==> config.mk <==
export PLATFORM = sky130hd
export DESIGN_NAME = srl_link_sequencer
export DESIGN_NICKNAME = d
export VERILOG_FILES = /design/src/srl_bcd_conv.v /design/src/srl_link_sequencer.v
export VERILOG_INCLUDE_DIRS = /design/src
export SDC_FILE = /design/constraint.sdc
export NUM_CORES = 1
export LEC_CHECK = 0
export ABC_AREA = 1
export ABC_CLOCK_PERIOD_IN_PS = 5170
export BUFFER_PORTS_ARGS = -buffer_cell sky130_fd_sc_hd__buf_2
export CORE_MARGIN = 2
export CORE_UTILIZATION = 50
export DETAILED_ROUTE_END_ITERATION = 6
export PLACE_DENSITY = 0.7
export SYNTH_ARGS = -nofsm -noshare
export SYNTH_HDL_FRONTEND = slang
export SYNTH_SLANG_ARGS = --single-unit
==> constraint.sdc <==
create_clock -name clk -period 5.17 [get_ports clk]
set_clock_uncertainty 0.2 [all_clocks]
set_input_delay 0.2585 -clock clk [delete_from_list [all_inputs] [get_ports clk]]
set_output_delay 0.2585 -clock clk [all_outputs]
set_load 0.05 [all_outputs]
==> src/srl_map.vh <==
// constants and register map for the subreflector link sequencer
`ifndef SRL_MAP_VH
`define SRL_MAP_VH
// register byte offsets
`define SRL_OFS_CTRL 8'h00
`define SRL_OFS_LIMIT 8'h04
`define SRL_OFS_MANPOS 8'h08
`define SRL_OFS_STATUS 8'h0c
`define SRL_OFS_CMD 8'h10
`define SRL_OFS_DNPOS 8'h14
`define SRL_OFS_DNMISC 8'h18
`define SRL_OFS_DISP 8'h1c
// control register fields
`define SRL_CTRL_COMP 0
`define SRL_CTRL_PRESS 1
`define SRL_CTRL_USEL_LO 4
`define SRL_CTRL_DSEL_LO 8
// reset values
`define SRL_CTRL_RST 32'h0000_0000
`define SRL_LIMIT_RST 12'h000
`define SRL_MANPOS_RST 32'h0000_0000
// timing
`define SRL_CLK_KHZ 125000
`define SRL_POR_MS 2000
`define SRL_LOAD_DLY_MS 500
// sequence lengths
`define SRL_FETCH_LAST 5'h1f
`define SRL_STAT_LAST 4'ha
`define SRL_GRP_LAST 4'he
`define SRL_CMD_GROUPS 4'hc
`endif

==> src/srl_bcd_conv.v <==
// bcd/binary converters for the limit switches and the display
`timescale 1ns/1ps
module srl_bcd_conv (
  bcd_in,
  bin_out,
  bin_in,
  bcd_out
);
  input wire [11:0] bcd_in; // three bcd digits from limit switches
  output reg [7:0] bin_out; // binary limit, saturated at 255
  input wire [8:0] bin_in; // doubled display value
  output reg [11:0] bcd_out; // three bcd digits for display

  reg [9:0] sum; // full weighted sum, up to 999
  reg [20:0] dab; // double dabble work register
  integer i;

  // bcd to binary: weights built from shifts, no multiplier
  always @*
  begin
    sum = ({6'h00, bcd_in[11:8]} << 6) + ({6'h00, bcd_in[11:8]} << 5)
        + ({6'h00, bcd_in[11:8]} << 2) + ({6'h00, bcd_in[7:4]} << 3)
        + ({6'h00, bcd_in[7:4]} << 1) + {6'h00, bcd_in[3:0]};
    // switches above 255 cannot be carried in eight bits; clamp
    bin_out = (sum > 10'h0ff) ? 8'hff : sum[7:0];
  end

  // binary to bcd by shift and add three
  always @*
  begin
    dab = {12'h000, bin_in};
    for (i = 0; i < 9; i = i + 1)
    begin
      if (dab[12:9] > 4'h4)
        dab[12:9] = dab[12:9] + 4'h3;
      if (dab[16:13] > 4'h4)
        dab[16:13] = dab[16:13] + 4'h3;
      if (dab[20:17] > 4'h4)
        dab[20:17] = dab[20:17] + 4'h3;
      dab = {dab[19:0], 1'b0};
    end
    bcd_out = dab[20:9];
  end
endmodule

==> src/srl_link_sequencer.v <==
// control-room link sequencer: status word, command fetch, uplink framer, downlink decoder
`timescale 1ns/1ps
`include "srl_map.vh"
module srl_link_sequencer #(
  parameter POR_CYCLES = `SRL_POR_MS * `SRL_CLK_KHZ,
  parameter LOAD_DLY_CYCLES = `SRL_LOAD_DLY_MS * `SRL_CLK_KHZ
) (
  clk,
  nrst,
  ce,
  wb_cyc_i,
  wb_stb_i,
  wb_we_i,
  wb_adr_i,
  wb_sel_i,
  wb_dat_i,
  wb_ack_o,
  wb_dat_o,
  host_cmd_loaded,
  host_data_in,
  cmd_shift_clock,
  host_shift_clock,
  cmd_fetch_done,
  status_data,
  status_shift_clock,
  status_word_valid,
  status_seq_restart,
  tx_holding_empty,
  tx_load,
  tx_data,
  rx_valid,
  rx_data,
  temperature_alert_n,
  lock_alert_n
);
  input wire clk;
  input wire nrst;
  input wire ce; // low freezes every flop
  input wire wb_cyc_i;
  input wire wb_stb_i;
  input wire wb_we_i;
  input wire [7:0] wb_adr_i;
  input wire [3:0] wb_sel_i;
  input wire [31:0] wb_dat_i;
  output reg wb_ack_o;
  output reg [31:0] wb_dat_o;
  input wire host_cmd_loaded; // host has loaded actuator 4 word
  input wire host_data_in; // serial bit from host command register
  output reg cmd_shift_clock; // one pulse per bit taken
  output reg host_shift_clock; // advances the host register
  output reg cmd_fetch_done;
  output reg status_data;
  output reg status_shift_clock;
  output reg status_word_valid;
  output reg status_seq_restart;
  input wire tx_holding_empty;
  output reg tx_load;
  output reg [7:0] tx_data;
  input wire rx_valid; // one-cycle strobe per received byte
  input wire [4:0] rx_data; // bits one to five of the byte
  output reg temperature_alert_n;
  output reg lock_alert_n;

  // software-visible settings (front panel stand-ins)
  reg comp_mode; // computer mode when high
  reg update_press; // one-cycle update-enable press
  reg [3:0] update_select; // manual per-actuator update select
  reg [3:0] display_select;
  reg [11:0] limit_bcd;
  reg [31:0] manual_pos; // actuator 1 in low byte

  // sequencer state
  reg comp_mode_d; // previous mode for change detect
  reg mode_change_pulse;
  reg [31:0] por_cnt;
  reg por_done;
  reg loaded_d;
  reg dly_run;
  reg [31:0] dly_cnt;
  reg stat_busy;
  reg [3:0] stat_cnt;
  reg [10:0] stat_shift;
  reg ld_s1, ld_s2, ld_s3; // load stretch chain
  reg fetch_run;
  reg [4:0] fetch_cnt;
  reg [31:0] cmd_reg; // actuator 1 in top byte
  reg cmd_valid;
  reg fmt_run;
  reg load_pend;
  reg [3:0] grp;
  reg [47:0] dn_shift; // twelve downlink nibbles
  reg [31:0] dn_pos;
  reg [7:0] dn_lim;
  reg [7:0] dn_temp;
  reg [3:0] dn_stat;

  wire [7:0] position_limit_bits;
  wire [11:0] display_bcd;
  wire [10:0] status_word;
  wire [31:0] wmask;
  wire wb_hit;
  wire ld_stretch;

  // combinational helpers
  reg [1:0] act;
  reg [1:0] phase;
  reg [7:0] pos;
  reg allow;
  reg [7:0] group_byte;
  reg [7:0] disp_val;
  reg [31:0] rd_val;

  srl_bcd_conv u_conv (
    .bcd_in(limit_bcd),
    .bin_out(position_limit_bits),
    .bin_in({disp_val, 1'b0}),
    .bcd_out(display_bcd)
  );

  // the word the host reads; alerts are active low
  assign status_word = {comp_mode, temperature_alert_n, lock_alert_n, position_limit_bits};

  assign wmask = {{8{wb_sel_i[3]}}, {8{wb_sel_i[2]}}, {8{wb_sel_i[1]}}, {8{wb_sel_i[0]}}};
  assign wb_hit = wb_cyc_i & wb_stb_i & ~wb_ack_o;

  // two cycles of stretch so a one-cycle load is never missed
  assign ld_stretch = ld_s2 | ld_s3;

  // wishbone slave: one ack per request, dropped the next cycle
  always @(posedge clk or negedge nrst)
  begin
    if (!nrst)
    begin
      wb_ack_o <= 1'b0;
      wb_dat_o <= 32'h0000_0000;
      comp_mode <= 1'b0;
      update_press <= 1'b0;
      update_select <= 4'h0;
      display_select <= 4'h0;
      limit_bcd <= `SRL_LIMIT_RST;
      manual_pos <= `SRL_MANPOS_RST;
    end
    else if (ce)
    begin
      wb_ack_o <= wb_hit;
      update_press <= 1'b0;
      wb_dat_o <= wb_hit ? rd_val : 32'h0000_0000;
      if (wb_hit && wb_we_i)
      begin
        case (wb_adr_i)
          `SRL_OFS_CTRL:
          begin
            if (wb_sel_i[0])
            begin
              comp_mode <= wb_dat_i[`SRL_CTRL_COMP];
              update_press <= wb_dat_i[`SRL_CTRL_PRESS];
              update_select <= wb_dat_i[`SRL_CTRL_USEL_LO +: 4];
            end
            if (wb_sel_i[1])
              display_select <= wb_dat_i[`SRL_CTRL_DSEL_LO +: 4];
          end
          `SRL_OFS_LIMIT:
            limit_bcd <= (limit_bcd & wmask[11:0]) ^ limit_bcd ^ (wb_dat_i[11:0] & wmask[11:0]);
          `SRL_OFS_MANPOS:
            manual_pos <= (manual_pos & ~wmask) | (wb_dat_i & wmask);
          default:
            // read-only or unmapped: write is acked and dropped
            update_press <= 1'b0;
        endcase
      end
    end
  end

  // read mux; unmapped offsets read zero
  always @*
  begin
    case (wb_adr_i)
      `SRL_OFS_CTRL: rd_val = {20'h00000, display_select, update_select, 3'h0, comp_mode};
      `SRL_OFS_LIMIT: rd_val = {12'h000, position_limit_bits, limit_bcd};
      `SRL_OFS_MANPOS: rd_val = manual_pos;
      `SRL_OFS_STATUS: rd_val = {12'h000, grp, fmt_run, cmd_valid, fetch_run, stat_busy,
                                  status_word_valid, status_word};
      `SRL_OFS_CMD: rd_val = cmd_reg;
      `SRL_OFS_DNPOS: rd_val = dn_pos;
      `SRL_OFS_DNMISC: rd_val = {12'h000, dn_stat, dn_temp, dn_lim};
      `SRL_OFS_DISP: rd_val = {20'h00000, display_bcd};
      default: rd_val = 32'h0000_0000;
    endcase
  end

  // restart sources: power-up hold, mode change, delayed command load
  always @(posedge clk or negedge nrst)
  begin
    if (!nrst)
    begin
      por_cnt <= 32'h0000_0000;
      por_done <= 1'b0;
      comp_mode_d <= 1'b0;
      mode_change_pulse <= 1'b0;
      loaded_d <= 1'b0;
      dly_run <= 1'b0;
      dly_cnt <= 32'h0000_0000;
      status_seq_restart <= 1'b0;
    end
    else if (ce)
    begin
      comp_mode_d <= comp_mode;
      mode_change_pulse <= comp_mode ^ comp_mode_d;
      loaded_d <= host_cmd_loaded;
      // power-on hold, stands in for the long low reset line
      if (!por_done)
      begin
        if (por_cnt == POR_CYCLES - 1)
          por_done <= 1'b1;
        else
          por_cnt <= por_cnt + 32'h0000_0001;
      end
      // new load restarts the wait so the lock bit reflects the latest command
      if (host_cmd_loaded && !loaded_d)
      begin
        dly_run <= 1'b1;
        dly_cnt <= 32'h0000_0000;
      end
      else if (dly_run)
      begin
        if (dly_cnt == LOAD_DLY_CYCLES - 1)
          dly_run <= 1'b0;
        else
          dly_cnt <= dly_cnt + 32'h0000_0001;
      end
      status_seq_restart <= (!por_done && por_cnt == POR_CYCLES - 1) | mode_change_pulse
                            | (dly_run && dly_cnt == LOAD_DLY_CYCLES - 1);
    end
  end

  // status serialiser: word shifts out one bit per cycle, msb first, counter ends the run
  always @(posedge clk or negedge nrst)
  begin
    if (!nrst)
    begin
      stat_busy <= 1'b0;
      stat_cnt <= 4'h0;
      stat_shift <= 11'h000;
      status_data <= 1'b0;
      status_shift_clock <= 1'b0;
      status_word_valid <= 1'b0;
    end
    else if (ce)
    begin
      if (status_seq_restart)
      begin
        // fixed start state, word captured at this edge
        stat_busy <= 1'b1;
        stat_cnt <= 4'h0;
        stat_shift <= status_word;
        status_shift_clock <= 1'b0;
        status_word_valid <= 1'b0;
      end
      else if (stat_busy)
      begin
        status_data <= stat_shift[10];
        status_shift_clock <= 1'b1;
        stat_shift <= {stat_shift[9:0], 1'b0};
        stat_cnt <= stat_cnt + 4'h1;
        if (stat_cnt == `SRL_STAT_LAST)
          stat_busy <= 1'b0;
      end
      else
      begin
        status_shift_clock <= 1'b0;
        // valid only once a full word has been shifted after power-up
        status_word_valid <= por_done & ~status_shift_clock;
      end
    end
  end

  // command fetch from the host register
  always @(posedge clk or negedge nrst)
  begin
    if (!nrst)
    begin
      ld_s1 <= 1'b0;
      ld_s2 <= 1'b0;
      ld_s3 <= 1'b0;
      fetch_run <= 1'b0;
      fetch_cnt <= 5'h00;
      cmd_reg <= 32'h0000_0000;
      cmd_shift_clock <= 1'b0;
      host_shift_clock <= 1'b0;
      cmd_fetch_done <= 1'b0;
      cmd_valid <= 1'b0;
    end
    else if (ce)
    begin
      ld_s1 <= host_cmd_loaded & comp_mode;
      ld_s2 <= ld_s1;
      ld_s3 <= ld_s2;
      cmd_fetch_done <= 1'b0;
      cmd_shift_clock <= 1'b0;
      host_shift_clock <= 1'b0;
      if (ld_stretch)
      begin
        // load means all four words are waiting in the host register
        fetch_cnt <= 5'h00;
        fetch_run <= 1'b1;
      end
      else if (fetch_run)
      begin
        // first bit is already present, so the host needs one shift fewer
        cmd_reg <= {cmd_reg[30:0], host_data_in};
        cmd_shift_clock <= 1'b1;
        host_shift_clock <= (fetch_cnt != `SRL_FETCH_LAST);
        fetch_cnt <= fetch_cnt + 5'h01;
        if (fetch_cnt == `SRL_FETCH_LAST)
        begin
          fetch_run <= 1'b0;
          cmd_fetch_done <= 1'b1;
          cmd_valid <= 1'b1;
        end
      end
    end
  end

  // group decode: three bytes per actuator, then three filler groups
  always @*
  begin
    if (grp >= 4'h9)
      act = 2'h3;
    else if (grp >= 4'h6)
      act = 2'h2;
    else if (grp >= 4'h3)
      act = 2'h1;
    else
      act = 2'h0;
    phase = grp[1:0] - {act[0], 1'b0} - act; // grp - 3*act in two bits
    // source picked by mode flag
    if (comp_mode)
      pos = cmd_reg[8 * (3 - act) +: 8];
    else
      pos = manual_pos[8 * act +: 8];
    allow = (pos <= position_limit_bits) & (comp_mode | update_select[act]);
    if (grp >= `SRL_CMD_GROUPS)
      group_byte = 8'h00;
    else if (phase == 2'h0)
      group_byte = {4'h0, pos[3:0]};
    else if (phase == 2'h1)
      group_byte = {4'h0, pos[7:4]};
    else
      group_byte = {3'h0, 1'b1, allow, 1'b0, act};
  end

  // formatter: one group per empty holding buffer
  always @(posedge clk or negedge nrst)
  begin
    if (!nrst)
    begin
      fmt_run <= 1'b0;
      load_pend <= 1'b0;
      grp <= 4'h0;
      tx_load <= 1'b0;
      tx_data <= 8'h00;
    end
    else if (ce)
    begin
      tx_load <= 1'b0;
      // wait for the uart to take the byte before looking for empty again
      if (!tx_holding_empty)
        load_pend <= 1'b0;
      if (mode_change_pulse)
      begin
        fmt_run <= 1'b0;
        grp <= 4'h0;
      end
      else if (!fmt_run)
      begin
        grp <= 4'h0;
        fmt_run <= comp_mode ? cmd_valid : update_press;
      end
      else if (tx_holding_empty && !load_pend && !tx_load)
      begin
        // parity and framing are added by the uart itself
        tx_load <= 1'b1;
        tx_data <= group_byte;
        load_pend <= 1'b1;
        if (grp == `SRL_GRP_LAST)
        begin
          grp <= 4'h0;
          fmt_run <= comp_mode;
        end
        else
          grp <= grp + 4'h1;
      end
    end
  end

  // downlink decoder: nibbles shift in, sync byte latches the lot
  always @(posedge clk or negedge nrst)
  begin
    if (!nrst)
    begin
      dn_shift <= 48'h0000_0000_0000;
      dn_pos <= 32'h0000_0000;
      dn_lim <= 8'h00;
      dn_temp <= 8'h00;
      dn_stat <= 4'h0;
      temperature_alert_n <= 1'b1;
      lock_alert_n <= 1'b1;
    end
    else if (ce && rx_valid)
    begin
      if (rx_data[4])
      begin
        // groups 0..B precede the sync group C
        // each pair arrives low nibble first, so the nibbles swap within every byte
        dn_pos <= {dn_shift[43:40], dn_shift[47:44], dn_shift[35:32], dn_shift[39:36],
                   dn_shift[27:24], dn_shift[31:28], dn_shift[19:16], dn_shift[23:20]};
        dn_temp <= {dn_shift[11:8], dn_shift[15:12]};
        dn_lim <= {dn_shift[3:0], dn_shift[7:4]};
        dn_stat <= rx_data[3:0];
        temperature_alert_n <= ~(rx_data[1] | rx_data[0]);
        lock_alert_n <= ~(rx_data[3] | rx_data[2]);
      end
      else
        dn_shift <= {dn_shift[43:0], rx_data[3:0]};
    end
  end

  // display source; doubled inside the converter port map
  always @*
  begin
    case (display_select)
      4'h0: disp_val = dn_temp;
      4'h1: disp_val = dn_pos[31:24];
      4'h2: disp_val = dn_pos[23:16];
      4'h3: disp_val = dn_pos[15:8];
      4'h4: disp_val = dn_pos[7:0];
      4'h5: disp_val = cmd_reg[31:24];
      4'h6: disp_val = cmd_reg[23:16];
      4'h7: disp_val = cmd_reg[15:8];
      4'h8: disp_val = cmd_reg[7:0];
      4'h9: disp_val = dn_lim;
      default: disp_val = 8'h00;
    endcase
  end
endmodule

==> flow_metrics.env, run 1 <==
export IMPL_outcome="finished with violations"
export IMPL_failed_checks="design-rule violations"
export IMPL_pwr_share_clk_pct=30.7
export IMPL_synth_flop_cell="dfrtp_1"
export IMPL_regArea_sq_um=8390
export IMPL_wl_per_cell_um=19.8
export IMPL_worst_slew_pin_slew_ns=1.26
export IMPL_cts_sinks=335
export IMPL_htreeDepth=2
export IMPL_power_mw=8.97
export IMPL_dr_wl_met3_mm=5.69
export IMPL_combPwrFrac_pct=33.5
export IMPL_rows=68
export IMPL_cp_start_kind="flop"
export IMPL_clock_latency_ns=0.55
export IMPL_post_route_min_period_ns=4.93
export IMPL_synth_cell_type_count=60
export IMPL_cpMaxStageDelayCell="dfrtp_2"
export IMPL_die_area_sq_um=36700
export IMPL_yosysTopAreaCell="dfrtp_1"
export IMPL_first_iter_violations=1779
export IMPL_fp_dieW_um=192
export IMPL_topRoutingLayerUsed="met5"
export IMPL_worstSetupPathType="flop to flop"
export IMPL_portBuffers=106
export IMPL_power_density_nw_per_um2=421
export IMPL_start_util_pct=50.9
export IMPL_synth_most_common_cell="nand2_1"
export IMPL_cts_buffer_depth=3
export IMPL_synth_common_cells="nand2_1, dfrtp_1, inv_1, o21ai_0, nor2_1"
export IMPL_critPathTopFamily="simple AND/OR/NAND/NOR gates"
export IMPL_gp_congestion=0.995
export IMPL_fmax_mhz=203
export IMPL_cts_buffers=37
export IMPL_m1WireLength_mm=24.0
export IMPL_multi_input_area_sq_um=8150
export IMPL_cp_num_buf_inv=11
export IMPL_hpwl_mm=41.7
export IMPL_finalCritPeriodShare_pct=95.4
export IMPL_synthesis_area_sq_um=17600
export IMPL_worst_path_max_fanout=6
export IMPL_yosys_warnings=0
export IMPL_leakage_nw=10.3
export IMPL_internal_power_mw=5.70
export IMPL_crit_top_cell="nand2_2"
export IMPL_max_stage_delay_ns=0.45
export IMPL_dr_wl_met2_mm=24.5
export IMPL_async_flop_share_pct=100
export IMPL_arrival_ns=5.17
export IMPL_cap_violations=0
export IMPL_dpl_cell_area_sq_um=19200
export IMPL_p_sw_share_pct=36.5
export IMPL_p_sw_mw=3.27
export IMPL_ant_nets=0
export IMPL_synthCells=2145
export IMPL_pre_cts_slack_ns=-0.218
export IMPL_grt_max_degree=179
export IMPL_synth_edf_count=0
export IMPL_vias=16200
export IMPL_hold_violations=0
export IMPL_synth_seq_area_share_pct=47.6
export IMPL_drive_gt1_share_pct=18.5
export IMPL_worstHoldPathType="primary input to asynchronous set/reset pin"
export IMPL_finalSetupViolations=0
export IMPL_nets=2483
export IMPL_area_growth_pct=21.1
export IMPL_clkSlewWorstSetupHoldPaths_ns=0.06
export IMPL_clockRootBuffer="clkbuf_16"
export IMPL_fin_area_sq_um=21300
export IMPL_cts_tree="yes"
export IMPL_antenna_found_initial=1
export IMPL_nFillCells=2969
export IMPL_end_kind="flop"
export IMPL_ys_seq_elements=335
export IMPL_rsz0062_at_grt="true"
export IMPL_post_synth_top_area_fraction_pct=47.3
export IMPL_setup_ws_ns=0.237
export IMPL_grt_overflow_total=0
export IMPL_grt_pass1_wl_mm=86.7
export IMPL_holdWs_ns=0.00197
export IMPL_drc=7
export IMPL_core_sq_um=34600
export IMPL_syn_avg_cell_area_sq_um=8.21
export IMPL_max_slew_margin_pct=16.0
export IMPL_firstDrtPassIters=7
export IMPL_viasPerCell=5.66
export IMPL_wirelength_mm=56.4
export IMPL_first_global_vias=15600
export IMPL_grt_usage_pct=31.1
export IMPL_die_y_um=192
export IMPL_ir_worst_vdd_v=0.000502
export IMPL_ys_top_cells_by_area="dfrtp_1, nand2_1, o21ai_0, inv_1, ha_1"
export IMPL_cp_required_ns=5.41
export IMPL_seqPwrFrac_pct=35.8
export IMPL_io_pins=110
export IMPL_maxSlewViolCount=0
## path summary, 6_finish.rpt
| kind | start | to | slack, ns | cells after the start |
|---|---|---|---|---|
| setup / recovery | display_select[1] | wb_dat_o[2] | 0.24 | 48 |
| hold reg to reg | tx_data[3] | tx_data[3] | 0.28 | 1 |
| max in group asynchronous | nrst | display_select[3] | 3.42 | 3 |
| setup reg to reg | display_select[1] | wb_dat_o[2] | 0.24 | 48 |
| min in group clk | wb_sel_i[1] | flop | 0.02 | 3 |
| hold / removal | nrst | dly_cnt[25] | 0.002 | 2 |
## area by class of cell
type | count | area share, %
sequential | 335 | 39.3
multi-input combinational | 1436 | 38.2
timing repair buffer | 254 | 8.45
inverter | 306 | 5.44
clock buffer | 42 | 4.57
tap | 455 | 2.67
clock inverter | 23 | 1.30
antenna | 1 | 0.0117
## layout by cell type, fill, tap and decap left out, drive strengths merged, types with 2 or more instances in the layout
cell / Yosys / routed
nand4: 23 / 23
clkinv: 5 / 12
nor2: 135 / 136
o221ai: 10 / 10
o2111ai: 7 / 7
dfrtp: 333 / 333
nand2: 492 / 492
o21a: 3 / 3
inv: 301 / 303
mux2: 17 / 17
nor4: 6 / 6
buf: 7 / 210
ha: 47 / 47
bufinv: 0 / 5
o22ai: 35 / 35
or2: 5 / 5
fa: 7 / 7
a211oi: 8 / 8
xnor2: 16 / 16
o21bai: 6 / 6
a31oi: 3 / 3
a21o: 3 / 3
o211ai: 10 / 10
nand3: 104 / 104
dfstp: 2 / 2
o21ai: 292 / 292
a221oi: 34 / 34
o31ai: 9 / 9
a22o: 8 / 8
xor2: 25 / 25
clkinvlp: 0 / 9
dlygate4sd3: 0 / 44
a2111oi: 4 / 4
and3: 2 / 2
nand3b: 2 / 2
nor3: 37 / 37
conb: 1 / 3
clkbuf: 64 / 42
a21oi: 75 / 75
## power by group through the flow
| stage | clock network (mW) | logic (mW) | registers [mW] |
|---|---|---|---|
| finish | 2.76 | 3.01 | 3.21 |
| global route | 2.90 | 3.31 | 3.23 |
| CTS | 2.80 | 2.59 | 3.19 |
| detailed placement | 0 | 2.51 | 3.24 |
| global placement | 0 | 2.42 | 3.23 |
| floorplan | 0 | 1.60 | 3.21 |
## through the flow
| step | std cells | utilization, % | TNS, ns |
|---|---|---|---|
| after global routing | 2852 | 61.6 | -0.541 |
| after CTS | 2836 | 60.5 | 0 |
| after floorplan | 2147 | - | 0 |
| after global placement | 2724 | 55.4 | -0.103 |
| final | 2852 | 61.6 | 0 |
| after detailed placement | 2724 | 55.4 | -1.17 |
## logic make-up after synthesis
logic type               Yosys count  share of synthesized area, %
other                              1                        0.0213
flip-flops                       335                          47.6
AO/OA/AOI/OAI                    514                          17.0
adder cells (fa/ha/maj)           54                          4.14
XOR/XNOR                          41                          2.04
multiplexers                      17                          1.09
buffers and inverters            377                          8.11
AND/OR/NAND/NOR                  806                          20.0
## routing by layer
layer	up-vias	global-route usage, %
li1	7586	-
met5	-	1.51
met4	2	11.5
met3	142	8.99
met1	7736	42.7
met2	686	46.5
## timing repair
| item | 4_1_cts | 5_1_grt |
|---|---|---|
| gates resized for setup | 28 | 64 |
| hold buffers | 44 | 0 |
| gates cloned | 1 | 0 |
| endpoints found under the setup margin | 9 | 10 |
| setup buffers | 2 | 15 |
| hold endpoints to repair | 229 | 0 |
| pin swaps | 10 | 30 |
Power figures use the tool's default switching activity.
==> run 2: changes to the inputs <==
Settings changed: ABC_CLOCK_PERIOD_IN_PS 5170 to 5650, CORE_ASPECT_RATIO set to 1.25, PLACE_DENSITY 0.7 to 0.68.
Clock period 5.17 ns to 5.65 ns, I/O delays scaled along.
==> flow_metrics.env, run 2 (synthesis gave the netlist of run 1 again) <==
export IMPL_cts_sinks=335
export IMPL_maxSlewViolCount=0
export IMPL_grt_overflow_total=0
export IMPL_first_iter_violations=1305
export IMPL_fmax_mhz=188
export IMPL_max_stage_delay_ns=0.46
export IMPL_layout_commonest_cell="nand2_1"
export IMPL_reg2reg_depth=47
export IMPL_antenna_found_initial=0
export IMPL_worstHoldStart="wb_adr_i[6]"
export IMPL_gp_congestion=1.05
export IMPL_wl_per_cell_um=19.6
export IMPL_fin_area_sq_um=20800
export IMPL_drive_gt1_share_pct=15.3
export IMPL_area_growth_pct=18.0
export IMPL_fp_dieW_um=172
export IMPL_portBuffers=106
export IMPL_hpwl_mm=41.1
export IMPL_internal_power_mw=5.04
export IMPL_nets=2435
export IMPL_clkSlewWorstSetupHoldPaths_ns=0.07
export IMPL_cts_buffer_depth=3
export IMPL_min_to="wb_dat_o[6]"
export IMPL_htreeDepth=2
export IMPL_worstHoldPathType="primary input to flop"
export IMPL_seqPwrFrac_pct=38.0
export IMPL_rows=76
export IMPL_power_density_nw_per_um2=373
export IMPL_drc=0
export IMPL_die_area_sq_um=36700
export IMPL_cts_buffers=36
export IMPL_arrival_ns=5.59
export IMPL_setup_ws_ns=0.325
export IMPL_m1WireLength_mm=22.4
export IMPL_antenna_cells=0
export IMPL_final_cell_mix="nand2_1, dfrtp_1, o21ai_0, inv_1, nor2_1"
export IMPL_cpMaxStageDelayCell="dfrtp_2"
export IMPL_topRoutingLayerUsed="met4"
export IMPL_reg2reg_setup_slack_ns=0.32
export IMPL_pre_cts_slack_ns=-0.146
export IMPL_dr_wl_met3_mm=3.99
export IMPL_cp_start_kind="flop"
export IMPL_nFillCells=3156
export IMPL_first_global_vias=15300
export IMPL_cap_violations=0
export IMPL_die_y_um=214
export IMPL_finalSetupViolations=0
export IMPL_dr_wl_met2_mm=25.2
export IMPL_crit_top_cell="nand2_1"
export IMPL_setup_tns_ns=0
export IMPL_combPwrFrac_pct=30.3
export IMPL_viasPerCell=5.62
export IMPL_clock_latency_ns=0.53
export IMPL_outcome="completed"
export IMPL_dpl_cell_area_sq_um=18800
export IMPL_reg2reg_to="wb_dat_o[1]"
export IMPL_worst_slew_pin_slew_ns=1.11
export IMPL_finalCritPeriodShare_pct=94.3
export IMPL_cts_tree="yes"
export IMPL_p_sw_share_pct=35.0
export IMPL_p_sw_mw=2.72
export IMPL_critPathTopFamily="simple AND/OR/NAND/NOR gates"
export IMPL_grt_pass1_wl_mm=84.4
export IMPL_pwr_share_clk_pct=31.7
export IMPL_cp_required_ns=5.92
export IMPL_wirelength_mm=55.2
export IMPL_cp_num_buf_inv=14
export IMPL_worstSetupPathType="flop to flop"
export IMPL_firstDrtPassIters=6
export IMPL_post_route_min_period_ns=5.33
export IMPL_worst_path_max_fanout=5
export IMPL_ir_worst_vdd_v=0.000294
export IMPL_r2r_start="display_select[3]"
export IMPL_io_pins=110
export IMPL_ant_nets=0
export IMPL_holdPathStages=6
export IMPL_start_util_pct=50.9
export IMPL_hold_violations=0
export IMPL_end_kind="flop"
export IMPL_core_sq_um=34600
export IMPL_max_slew_margin_pct=25.9
export IMPL_leakage_nw=10.1
export IMPL_grt_max_degree=157
export IMPL_grt_usage_pct=30.2
export IMPL_clockRootBuffer="clkbuf_16"
export IMPL_vias=15800
[run 2: cell type report]
| class | instances | area, sq um | area share, % |
|---|---|---|---|
| inverters | 306 | 1150 | 5.54 |
| flip-flops and latches | 335 | 8390 | 40.4 |
| clock buffers | 51 | 1070 | 5.14 |
| repair buffers | 208 | 1460 | 7.00 |
| clock inverters | 9 | 151 | 0.729 |
| multi-input cells | 1435 | 7980 | 38.4 |
| well taps | 468 | 586 | 2.82 |
[run 2: how the worst max path moves through the flow]
| stage | startpoint | to | depth (start not counted) |
|---|---|---|---|
| 6_report | display_select[3] | wb_dat_o[1] | 47 |
| 4_1_cts | display_select[0] | wb_dat_o[1] | 46 |
| 3_5_place_dp | display_select[2] | wb_dat_o[1] | 47 |
| 2_1_floorplan | display_select[1] | wb_dat_o[1] | 47 |
| 3_3_place_gp | display_select[0] | wb_dat_o[1] | 47 |
| 5_1_grt | display_select[2] | wb_dat_o[1] | 49 |
[run 2: routing by layer]
metal	vias up	track usage, %
li1	7483	-
met1	7561	38.6
met2	577	48.0
met3	169	5.78
met4	0	17.4
met5	-	0
[run 2: power groups by stage]
stage	registers (mW)	clock network, mW	logic (mW)
after floorplan	2.94	0	1.46
after global placement	2.97	0	1.95
after detailed placement	2.97	0	2.01
after CTS	2.94	2.50	2.14
after global routing	2.97	2.59	2.64
final	2.95	2.46	2.35
[run 2: through the flow]
stage | hold slack [ns] | total power [mW] | utilization (%) | cells
finish | 0.0540 | 7.75 | 60.0 | 2812
CTS | 0.0386 | 7.58 | 59.3 | 2797
global placement | 0.0382 | 4.92 | 54.2 | 2684
floorplan | -0.213 | 4.40 | - | 2147
detailed placement | 0.0425 | 4.99 | 54.2 | 2684
global route | 0.103 | 8.20 | 60.0 | 2812
[run 2: repair_timing]
item | CTS | global route
hold buffers | 43 | 0
gates resized for setup | 12 | 45
hold endpoints to repair | 122 | 0
endpoints found under the setup margin | 8 | 9
pin swaps | 4 | 27
setup buffers | 10 | 15
[run 2: worst register-to-register path, delay by kind of cell, from the launching register on]
family,cells,cell delay [ns]
compound gates,1,0.15
fa+ha+maj,5,0.94
buf+inv,14,1.30
flops,1,0.46
simple gates,27,2.25
